$ cat src/shared/pss_pkg.sv
// pss_pkg: constants, states and carrier structs for the pin-driven power sequencer
// assumes a 100 MHz clock; all control pins are asynchronous to it
`default_nettype none
package pss_pkg;

  // clock and timing
  localparam int unsigned CLK_PERIOD_PS     = 10000;
  localparam int unsigned RESET_DELAY_MS    = 50;
  localparam int unsigned RESET_DELAY_CYC   = RESET_DELAY_MS * (1000000000 / CLK_PERIOD_PS);
  localparam int unsigned RAMP_TIMEOUT_US   = 10;
  localparam int unsigned RAMP_TIMEOUT_CYC  = RAMP_TIMEOUT_US * (1000000 / CLK_PERIOD_PS);

  // rail indices in the primary group
  localparam int unsigned NUM_RAILS         = 8;
  localparam int unsigned RAIL_ALWAYS_LO    = 0;
  localparam int unsigned RAIL_ALWAYS_HI    = 2;
  localparam int unsigned RAIL_DOMB_LO      = 3;
  localparam int unsigned RAIL_DOMB_HI      = 5;
  localparam int unsigned RAIL_DOMC_LO      = 6;
  localparam int unsigned RAIL_DOMC_HI      = 7;

  // core buck level codes, 25 mV steps
  localparam logic [7:0]  CORE_NORMAL_RESET = 8'h20;
  localparam logic [7:0]  CORE_SLEEP_RESET  = 8'h1C;

  // register port
  localparam logic [3:0]  REG_CORE_NORMAL   = 4'h0;
  localparam logic [3:0]  REG_CORE_SLEEP    = 4'h1;
  localparam logic [3:0]  REG_MERGED_CH2    = 4'h2;
  localparam logic [3:0]  REG_STATUS        = 4'h3;
  localparam logic [3:0]  REG_RAIL_EN       = 4'h4;

  typedef enum logic [2:0]
  {
    SEQ_OFF    = 3'b000,
    SEQ_ALWAYS = 3'b001,
    SEQ_DOMB   = 3'b010,
    SEQ_DOMC   = 3'b011,
    SEQ_ON     = 3'b100
  } pss_seq_t;

  typedef struct packed
  {
    logic systemEnable;
    logic switchAEnable;
    logic domainBEnable;
    logic sequenceStart;
    logic domainCEnable;
    logic coreVoltageSelect;
  } pss_ctl_t;

  typedef struct packed
  {
    logic [3:0]  addr;
    logic [31:0] wdata;
    logic        wr;
    logic        rd;
  } pss_reg_req_t;

endpackage
`default_nettype wire

$ cat src/hw/pss_sync.sv
// pss_sync: two-flop synchroniser bank for asynchronous pins
// assumes inputs may change at any time relative to clk
`timescale 1ns/1ps
`default_nettype none
module pss_sync #(
  parameter int unsigned WIDTH = 1
) (
  // clock and reset
  input  wire logic             clk,
  input  wire logic             rst_n,
  // pins in, synchronised out
  input  wire logic [WIDTH-1:0] pinIn,
  output logic      [WIDTH-1:0] syncOut
);

  typedef struct packed
  {
    logic [WIDTH-1:0] meta;
    logic [WIDTH-1:0] stable;
  } pss_sync_state_t;

  pss_sync_state_t state;
  pss_sync_state_t next_state;

  // only the second stage is visible outside
  always_comb
  begin
    next_state.meta   = pinIn;
    next_state.stable = state.meta;
  end

  always_ff @(posedge clk)
  begin
    if (!rst_n)
      state <= '0;
    else
      state <= next_state;
  end

  assign syncOut = state.stable;

endmodule
`default_nettype wire

$ cat src/hw/pss_sequencer.sv
// pss_sequencer: pin-driven power sequencing for one factory variant
// assumes rail power-good inputs are asynchronous; register port on clk
//
// Decided for this implementation: the address map and the strobed register port.
`timescale 1ns/1ps
`default_nettype none
module pss_sequencer #(
  parameter int unsigned RESET_DELAY_CYCLES = pss_pkg::RESET_DELAY_CYC,
  parameter int unsigned RAMP_TIMEOUT       = pss_pkg::RAMP_TIMEOUT_CYC
) (
  // clock and reset
  input  wire logic                          clk,
  input  wire logic                          rst_n,
  // control pins, asynchronous
  input  wire pss_pkg::pss_ctl_t             ctlPins,
  // power-good of each primary rail, asynchronous
  input  wire logic [pss_pkg::NUM_RAILS-1:0] railGood,
  // register port
  input  wire pss_pkg::pss_reg_req_t         regReq,
  output logic      [31:0]                   regRdata,
  // rail enables and core level
  output logic      [pss_pkg::NUM_RAILS-1:0] railEnable,
  output logic      [7:0]                    coreBuckLevel,
  output logic                               loadSwitchA,
  // open-drain processor reset, low when driven
  output logic                               processorResetOut,
  output logic                               processorResetOe,
  // low-power load switch controls
  output logic                               loadSwitchCtrlOutA,
  output logic                               loadSwitchCtrlOutB,
  // sequence fault: a stage ramp did not reach power-good in time
  output logic                               rampFault
);

  localparam int unsigned NR = pss_pkg::NUM_RAILS;
  localparam int unsigned DW = $clog2(RESET_DELAY_CYCLES + 1);
  localparam int unsigned TW = $clog2(RAMP_TIMEOUT + 1);

  typedef struct packed
  {
    pss_pkg::pss_seq_t seq;
    logic [NR-1:0]     railEnable;
    logic [DW-1:0]     delayCount;
    logic              resetRelease;
    logic              resetDrive;
    logic [TW-1:0]     rampCount;
    logic              rampFault;
    logic [7:0]        coreNormal;
    logic [7:0]        coreSleep;
    logic [7:0]        coreBuckLevel;
    logic              loadSwitchA;
    logic              ctrlOutA;
    logic              ctrlOutB;
    logic [31:0]       rdata;
  } pss_state_t;

  pss_state_t        state;
  pss_state_t        next_state;
  pss_pkg::pss_ctl_t ctl;
  logic [NR-1:0]     good;

  // pins cross into clk before anything reads them
  pss_sync #(
    .WIDTH ($bits(pss_pkg::pss_ctl_t) + NR)
  ) u_sync (
    .clk     (clk),
    .rst_n   (rst_n),
    .pinIn   ({ctlPins, railGood}),
    .syncOut ({ctl, good})
  );

  // rail group masks
  logic [NR-1:0] maskAlways;
  logic [NR-1:0] maskDomB;
  logic [NR-1:0] maskDomC;

  for (genvar i = 0; i < NR; i++)
  begin : g_mask
    assign maskAlways[i] = (i >= pss_pkg::RAIL_ALWAYS_LO) && (i <= pss_pkg::RAIL_ALWAYS_HI);
    assign maskDomB[i]   = (i >= pss_pkg::RAIL_DOMB_LO) && (i <= pss_pkg::RAIL_DOMB_HI);
    assign maskDomC[i]   = (i >= pss_pkg::RAIL_DOMC_LO) && (i <= pss_pkg::RAIL_DOMC_HI);
  end

  logic alwaysGood;
  logic domBGood;
  logic domCGood;
  logic stageGood;

  always_comb
  begin
    alwaysGood = &(good | ~maskAlways);
    domBGood   = &(good | ~maskDomB);
    domCGood   = &(good | ~maskDomC);
    stageGood  = 1'b0;
    unique case (state.seq)
      pss_pkg::SEQ_ALWAYS: stageGood = alwaysGood;
      pss_pkg::SEQ_DOMB:   stageGood = domBGood;
      pss_pkg::SEQ_DOMC:   stageGood = domCGood;
      default:             stageGood = 1'b1;
    endcase
  end

  always_comb
  begin
    next_state = state;

    // primary sequence; each stage waits for the previous group's power-good unless that group's enable pin is low
    unique case (state.seq)
      pss_pkg::SEQ_OFF:
      begin
        if (ctl.sequenceStart && ctl.systemEnable)
          next_state.seq = pss_pkg::SEQ_ALWAYS;
      end
      pss_pkg::SEQ_ALWAYS:
      begin
        if (alwaysGood)
          next_state.seq = pss_pkg::SEQ_DOMB;
      end
      pss_pkg::SEQ_DOMB:
      begin
        if (domBGood || !ctl.domainBEnable)
          next_state.seq = pss_pkg::SEQ_DOMC;
      end
      pss_pkg::SEQ_DOMC:
      begin
        if (domCGood || !ctl.domainCEnable)
          next_state.seq = pss_pkg::SEQ_ON;
      end
      pss_pkg::SEQ_ON:
      begin
      end
      default:
        next_state.seq = pss_pkg::SEQ_OFF;
    endcase
    if (!ctl.sequenceStart || !ctl.systemEnable)
      next_state.seq = pss_pkg::SEQ_OFF;

    // enables per group, gated by pins and prerequisites
    next_state.railEnable = '0;
    if (next_state.seq != pss_pkg::SEQ_OFF)
      next_state.railEnable = maskAlways;
    if ((next_state.seq == pss_pkg::SEQ_DOMB || next_state.seq == pss_pkg::SEQ_DOMC
         || next_state.seq == pss_pkg::SEQ_ON) && alwaysGood && ctl.domainBEnable)
      next_state.railEnable = next_state.railEnable | maskDomB;
    if ((next_state.seq == pss_pkg::SEQ_DOMC || next_state.seq == pss_pkg::SEQ_ON)
        && alwaysGood && ctl.domainCEnable)
      next_state.railEnable = next_state.railEnable | maskDomC;

    // stage ramp watchdog; flag clears only when the sequence falls back to off
    if (state.seq != next_state.seq || stageGood)
      next_state.rampCount = '0;
    else if (state.rampCount != TW'(RAMP_TIMEOUT))
      next_state.rampCount = state.rampCount + TW'(1);
    if (state.rampCount == TW'(RAMP_TIMEOUT) && !stageGood)
      next_state.rampFault = 1'b1;
    else if (next_state.seq == pss_pkg::SEQ_OFF)
      next_state.rampFault = 1'b0;

    // processor reset: held low while system enable low, then counted delay
    if (!ctl.systemEnable)
    begin
      next_state.delayCount   = '0;
      next_state.resetRelease = 1'b0;
    end
    else if (!state.resetRelease)
    begin
      if (state.delayCount == DW'(RESET_DELAY_CYCLES - 1))
        next_state.resetRelease = 1'b1;
      else
        next_state.delayCount = state.delayCount + DW'(1);
    end
    // registered copy so the pin driver comes straight from a flop
    next_state.resetDrive = !next_state.resetRelease;

    // core buck target from the select pin
    next_state.coreBuckLevel = ctl.coreVoltageSelect ? state.coreSleep : state.coreNormal;

    // independent load switch
    next_state.loadSwitchA = ctl.switchAEnable;

    // low-power load switch controls follow their domain's rails being good
    next_state.ctrlOutA = (state.seq == pss_pkg::SEQ_ON) && ctl.domainBEnable && domBGood;
    next_state.ctrlOutB = (state.seq == pss_pkg::SEQ_ON) && ctl.domainCEnable && domCGood;

    // register writes replace the factory defaults
    if (regReq.wr)
    begin
      unique case (regReq.addr)
        pss_pkg::REG_CORE_NORMAL: next_state.coreNormal = regReq.wdata[7:0];
        pss_pkg::REG_CORE_SLEEP:  next_state.coreSleep  = regReq.wdata[7:0];
        default:
        begin
        end
      endcase
    end

    // reads answer in the next cycle; unmapped and merged channel read zero
    next_state.rdata = '0;
    if (regReq.rd)
    begin
      unique case (regReq.addr)
        pss_pkg::REG_CORE_NORMAL: next_state.rdata = {24'h000000, state.coreNormal};
        pss_pkg::REG_CORE_SLEEP:  next_state.rdata = {24'h000000, state.coreSleep};
        pss_pkg::REG_MERGED_CH2:  next_state.rdata = 32'h00000000;
        pss_pkg::REG_STATUS:      next_state.rdata = {24'h000000, state.rampFault, state.resetRelease,
                                                     state.loadSwitchA, 2'h0, state.seq};
        pss_pkg::REG_RAIL_EN:     next_state.rdata = {{(32-NR){1'b0}}, state.railEnable};
        default:                  next_state.rdata = 32'h00000000;
      endcase
    end
  end

  always_ff @(posedge clk)
  begin
    if (!rst_n)
    begin
      state            <= '0;
      state.seq        <= pss_pkg::SEQ_OFF;
      state.coreNormal <= pss_pkg::CORE_NORMAL_RESET;
      state.coreSleep  <= pss_pkg::CORE_SLEEP_RESET;
      state.coreBuckLevel <= pss_pkg::CORE_NORMAL_RESET;
      state.resetDrive    <= 1'b1;
    end
    else
      state <= next_state;
  end

  assign regRdata           = state.rdata;
  assign railEnable         = state.railEnable;
  assign coreBuckLevel      = state.coreBuckLevel;
  assign loadSwitchA        = state.loadSwitchA;
  // open drain: pull low until released; an external button may still ground it
  assign processorResetOut  = 1'b0;
  assign processorResetOe   = state.resetDrive;
  assign loadSwitchCtrlOutA = state.ctrlOutA;
  assign loadSwitchCtrlOutB = state.ctrlOutB;
  assign rampFault          = state.rampFault;

endmodule
`default_nettype wire

$ cat config.mk
export PLATFORM = sky130hd
export DESIGN_NAME = pss_sequencer
export DESIGN_NICKNAME = d
export VERILOG_FILES = /design/src/shared/pss_pkg.sv /design/src/hw/pss_sync.sv /design/src/hw/pss_sequencer.sv
export SDC_FILE = /design/constraint.sdc
export NUM_CORES = 1
export LEC_CHECK = 0
export ABC_CLOCK_PERIOD_IN_PS = 2000
export BUFFER_PORTS_ARGS = -buffer_cell sky130_fd_sc_hd__buf_4
export CORE_MARGIN = 4
export CORE_UTILIZATION = 25
export DETAILED_ROUTE_END_ITERATION = 8
export MAX_ROUTING_LAYER = met4
export PLACE_DENSITY = 0.54
export SETUP_SLACK_MARGIN = 0.5
export SYNTH_ARGS = -nofsm -noshare
export SYNTH_HDL_FRONTEND = slang
export SYNTH_SLANG_ARGS = --single-unit
$ cat constraint.sdc
create_clock -name clk -period 2 [get_ports clk]
set_input_delay 0.3 -clock clk [delete_from_list [all_inputs] [get_ports clk]]
set_output_delay 0.3 -clock clk [all_outputs]
set_load 0.01 [all_outputs]
Word level (Yosys, flattened, before mapping)

Cells that the tools add are included.

Muxes and demuxes: 17
Reduce and logical (&&, ||, !) cells: 37
Equality and inequality tests: 14
Add/subtract/negate cells: 2
Bitwise operators: 3

Operators by type and width:

| kind                  | number |
|---|---|
| $pmux 8 s4            | 1 |
| $add 23x1->23 const B | 1 |
| $eq 23x23->1 const B  | 1 |
| $mux 3                | 6 |
| $mux 8                | 2 |
| $pmux 3 s5            | 1 |
| $eq 3x2->1 const B    | 4 |
| $reduce_and 2->1      | 6 |
| $add 10x1->10 const B | 1 |
| $eq 10x10->1 const B  | 1 |
| $logic_and 1x1->1     | 10 |
| $ne 10x10->1 const B  | 1 |
| $logic_or 1x1->1      | 7 |
| $eq 3x3->1 const B    | 2 |
| $logic_not 1->1       | 6 |
| $logic_not 3->1       | 2 |
| $mux 6                | 1 |
| $reduce_and 3->1      | 2 |
| $mux 1                | 5 |
| $eq 4x1->1 const B    | 1 |
| $eq 4x2->1 const B    | 1 |
| $eq 4x3->1 const B    | 1 |
| $logic_not 4->1       | 1 |
| $eq 3x1->1 const B    | 1 |
| other kinds (6)       | 8 |

Output and inout port bits: 54
Register bits: 134
Logic and storage cells: 89
Input port bits: 54

Depth between registers and ports, before layout

Depth after elaboration: 12
Depth in mapped cells: 8
Gate-level depth less buffers: 7

Cells and area by module

A second synthesis with hierarchy kept.

Cell total of the unflattened synthesis: 488
Area, all modules: 4614.4 µm²

By module, submodules not included:

| module        | area an instance (µm²) | sequential area each (µm²) | cells an instance | instances |
|---|---|---|---|---|
| pss_sequencer | 3828.7                 | 1541.5                     | 430               | 1 |
| pss_sync      | 785.8                  | 560.5                      | 58                | 1 |

Worst setup path before layout

No wires, ideal clock.

Path kind: reg-to-reg
From: reg state[72] (netlist name)
To: reg state[87] (netlist name)
Arrival time: 1626 ps
Stages on the path, launching flop included: 7
Period minus slack after synthesis: 1697 ps
Data required time: 1930 ps
Path buffers: 0
Library setup time: 70 ps
Path slack: 303 ps
Cells stage by stage: dfxtp_1 ha_1 and4_1 nand4_1 o21bai_4 or4_1 a21oi_1

Longest elaborated chain between the ends: 3
Elaborated cells on any way between the ends: 4
Classes of those cells: 1 x add/sub; 1 x eq/ne; 1 x bitwise; 1 x reduce/logical

Ends and longest elaborated chain:

| element                                               | line                 | source |
|---|---|---|
| start, declared                                       | pss_sequencer.sv:57  | `pss_state_t state;` |
| start signal, assigned                                | pss_sequencer.sv:225 | `state <= next_state;` |
| branches (longest 3 deep; another with $add 23x1->23) | -                    |  |

Several ways; the timed one is not identified.
A chain may end at the register's enable or synchronous reset.

Worst setup path after layout

From: reg state[73] (netlist name)
To: reg state[88] (netlist name)

Same word-level chain as after synthesis.

==> metrics <==
post-synth top area share roughly 46%; Final Net Count ~600; number of synthesized flops with an enable pin 0; Seq/Total Area, Yosys about 46%; Pwr Density around 700 mW/mm²; Initial Util between 20% and 30%; Pleak a little over 0.002 µW; overall routing resource usage a little over a tenth; antenna viol nets, final 0; crit end category flop; Routed WL per cell 13.4 µm; crit share post-route 88.9%; layout cell share with drive strength beyond 1 a little under 30%; Worst Hold Slack roughly 0.15 ns; # diodes 0; share of flip-flops with an asynchronous set or reset 0%; global-route wire length before repair about 17,000 µm; die width about 140 µm; final worst path period need about 1.8 ns; Fin Setup TNS 0 ns; Clk Latency, worst-skew pair roughly 0.35 ns; Slew @ Worst Pin about 0.55 ns; path type of the worst setup path reg2reg; final hold viol count 0; status finished clean; core area about 0.018 mm²; TritonCTS Buffers 9; Root Driver clkbuf_16; initial antenna violation count 0; Req. time, crit path between 2 and 2.5 ns; Synth cell types 51; Top FF cell, synth dfxtp_1; Synth area leaders dfxtp_1, buf_4, and2_1, nand3_1, nand2_1; First-pass DRT Iterations 6; total wire length 10,400 µm; Cell Area, Synth around 0.0046 mm²; vias in the first global route between 3,000 and 4,000; CTS Sinks roughly 110; Worst Hold Class in2reg; Peak supply drop around 0.41 mV; vias per cell around 4.5; Max Root-Sink Buffers 2; skew final about 0.0081 ns; Arr. time, crit path ~2.1 ns; Max Cap Viol 0; area delta synth->final 23.3%; Setup Viol. Count Final 0; fill cell count about 1,900; Rows a little under 50; Mapped Cells about 500; Ports about 110; Avg Inst Size Synth between 9 and 10 µm²; CP Launch Type flop; GPL Wtd Cong a little over 0.8; DRT iter0 DRCs ~230; Die ar. slightly above 0.02 mm²; via count ~3,500; maximum fanout along the worst path 8; max-slew violations 0; Peak Freq roughly 560 MHz; Seq cells post-synth between 100 and 150; height of the die about 140 µm; Reg clk slew, reported paths 0.07 ns; grt total ovfl 0; largest net degree at the start of global routing 40; Rel. slew slack between 60% and 70%; H-tree Lvls 3; HPWL Detailed around 7200 µm; largest area contributor in the netlist dfxtp_1; # DRC 0; # port buffers between 50 and 60; CTS tree yes; unrepaired setup endpoints after global routing true; Synthesis Warnings 0
==> final timing paths <==
kind	from	end	slack, ns	depth (start not counted)
setup / recovery	state[73]	state[88]	0.22	7
hold / removal	railGood[0]	u_sync.next_state[0]	0.15	2
setup reg to reg	state[73]	state[88]	0.22	7
hold reg to reg	u_sync.next_state[1]	u_sync.syncOut[1]	0.44	1
==> synthesized netlist by cell type (2+ instances only) <==
master,instances
or4_1,6
nor3_1,5
o211ai_1,3
o31ai_1,5
mux2_2,7
nor2_1,32
clkbuf_1,16
nor2b_1,9
xnor2_1,8
nor4_1,5
and4_1,3
or3_1,5
ha_1,3
buf_4,49
o21ai_0,8
and3_1,5
nor3b_1,2
nand2_1,45
nand4_1,7
nand4b_1,3
xor2_1,12
buf_2,3
buf_6,2
and2_1,32
a21boi_0,13
nor4b_1,2
nand3_1,40
mux2i_1,10
nand2b_1,2
a222oi_1,2
dfxtp_1,105
a22oi_1,6
a31oi_1,3
a21oi_1,15
inv_1,8
==> cell families (layout without fill, tap and decap cells) <==
kind of cell	count (synthesis)	in the layout	share of synthesized area (%)
other cells	1	25	0.0823
fa+ha+maj	4	4	1.04
simple gates	212	213	25.1
xor+xnor	20	20	3.85
compound gates	60	60	9.01
mux	17	17	3.93
buf+inv	78	100	10.9
flops	105	105	46.1
==> placed cells by master (no fill, tap or decap), types with 3 or more instances in the layout <==
master	instances
a21boi_0	12
a21oi_1	13
a22oi_1	6
and2_1	32
and3_1	4
and4_4	3
buf_4	73
clkbuf_16	9
clkinvlp_4	3
conb_1	25
dfxtp_1	80
dfxtp_2	15
dfxtp_4	10
inv_1	6
mux2_2	7
mux2i_1	10
nand2_1	42
nand3_1	38
nand3_4	4
nand4_1	7
nand4b_1	3
nor2_1	29
nor2b_1	9
nor3_1	3
nor4_1	3
nor4_4	3
o211ai_1	3
o21ai_0	6
o31ai_1	5
or3_1	3
or4_1	5
xnor2_1	8
xor2_1	12
==> worst max-delay path, cell delays in order, from the launching register on <==
cell      delay, ns
dfxtp_4        0.35
ha_4           0.16
and4_4         0.18
nand4_1        0.18
o21bai_4       0.10
buf_12         0.14
or4_4          0.48
a21oi_2        0.12
==> per-stage QoR <==
| stage | power (µW) | cell area, µm² | cells | utilization (%) | worst slack, ns |
|---|---|---|---|---|---|
| 2_1_floorplan | 2330 | 4670 | 521 | - | 0.398 |
| 3_3_place_gp | 2370 | 4980 | 745 | 27.7 | 0.228 |
| 3_5_place_dp | 2380 | 4980 | 745 | 27.7 | 0.165 |
| 4_1_cts | 4000 | 5460 | 772 | 30.4 | 0.254 |
| 5_1_grt | 4100 | 5620 | 773 | 31.3 | 0.155 |
| 6_report | 3930 | 5620 | 773 | 31.3 | 0.222 |
==> power by group <==
part / switching, µW / internal (µW)
sequential: 19.9 / 2110
clock: 767 / 846
combinational: 98.4 / 86.7
total: 885 / 3050
==> per-layer routing <==
layer | part of all wire (%) | global-route usage [%] | vias to the layer above
met1 | 44 | 12.6 | 1645
met2 | 50 | 17.7 | 84
met3 | 3.6 | 2.21 | 18
met4 | 2.2 | 4.40 | 0
met5 | 0 | - | -
li1 | - | - | 1725
==> state kept, by name, summed over array words and instances, names as in the netlist <==
register and cells:
coreBuckLevel 8, loadSwitchA 1, loadSwitchCtrlOutA 1, loadSwitchCtrlOutB 1
processorResetOe 1, railEnable 3, rampFault 1, regRdata 8
state 53, u_sync.next_state 14, u_sync.syncOut 14
==> cell type report <==
class	count	area, µm²	share of cell area [%]
clock buffer	10	229	4.07
sequential	105	2160	38.4
inverter	8	30.0	0.534
multi-input combinational	339	2270	40.3
clock inverter	6	45.0	0.802
tap	229	287	5.10
timing repair buffer	76	603	10.7
==> repair_timing <==
item                                    in CTS  in global routing
hold buffers                                 0                  0
pin swaps                                   12                 17
buffers inserted                            10                  1
gates resized for setup                     31                 45
cloned                                       1                  0
endpoints found under the setup margin      31                 31
Power figures use the tool's default switching activity.
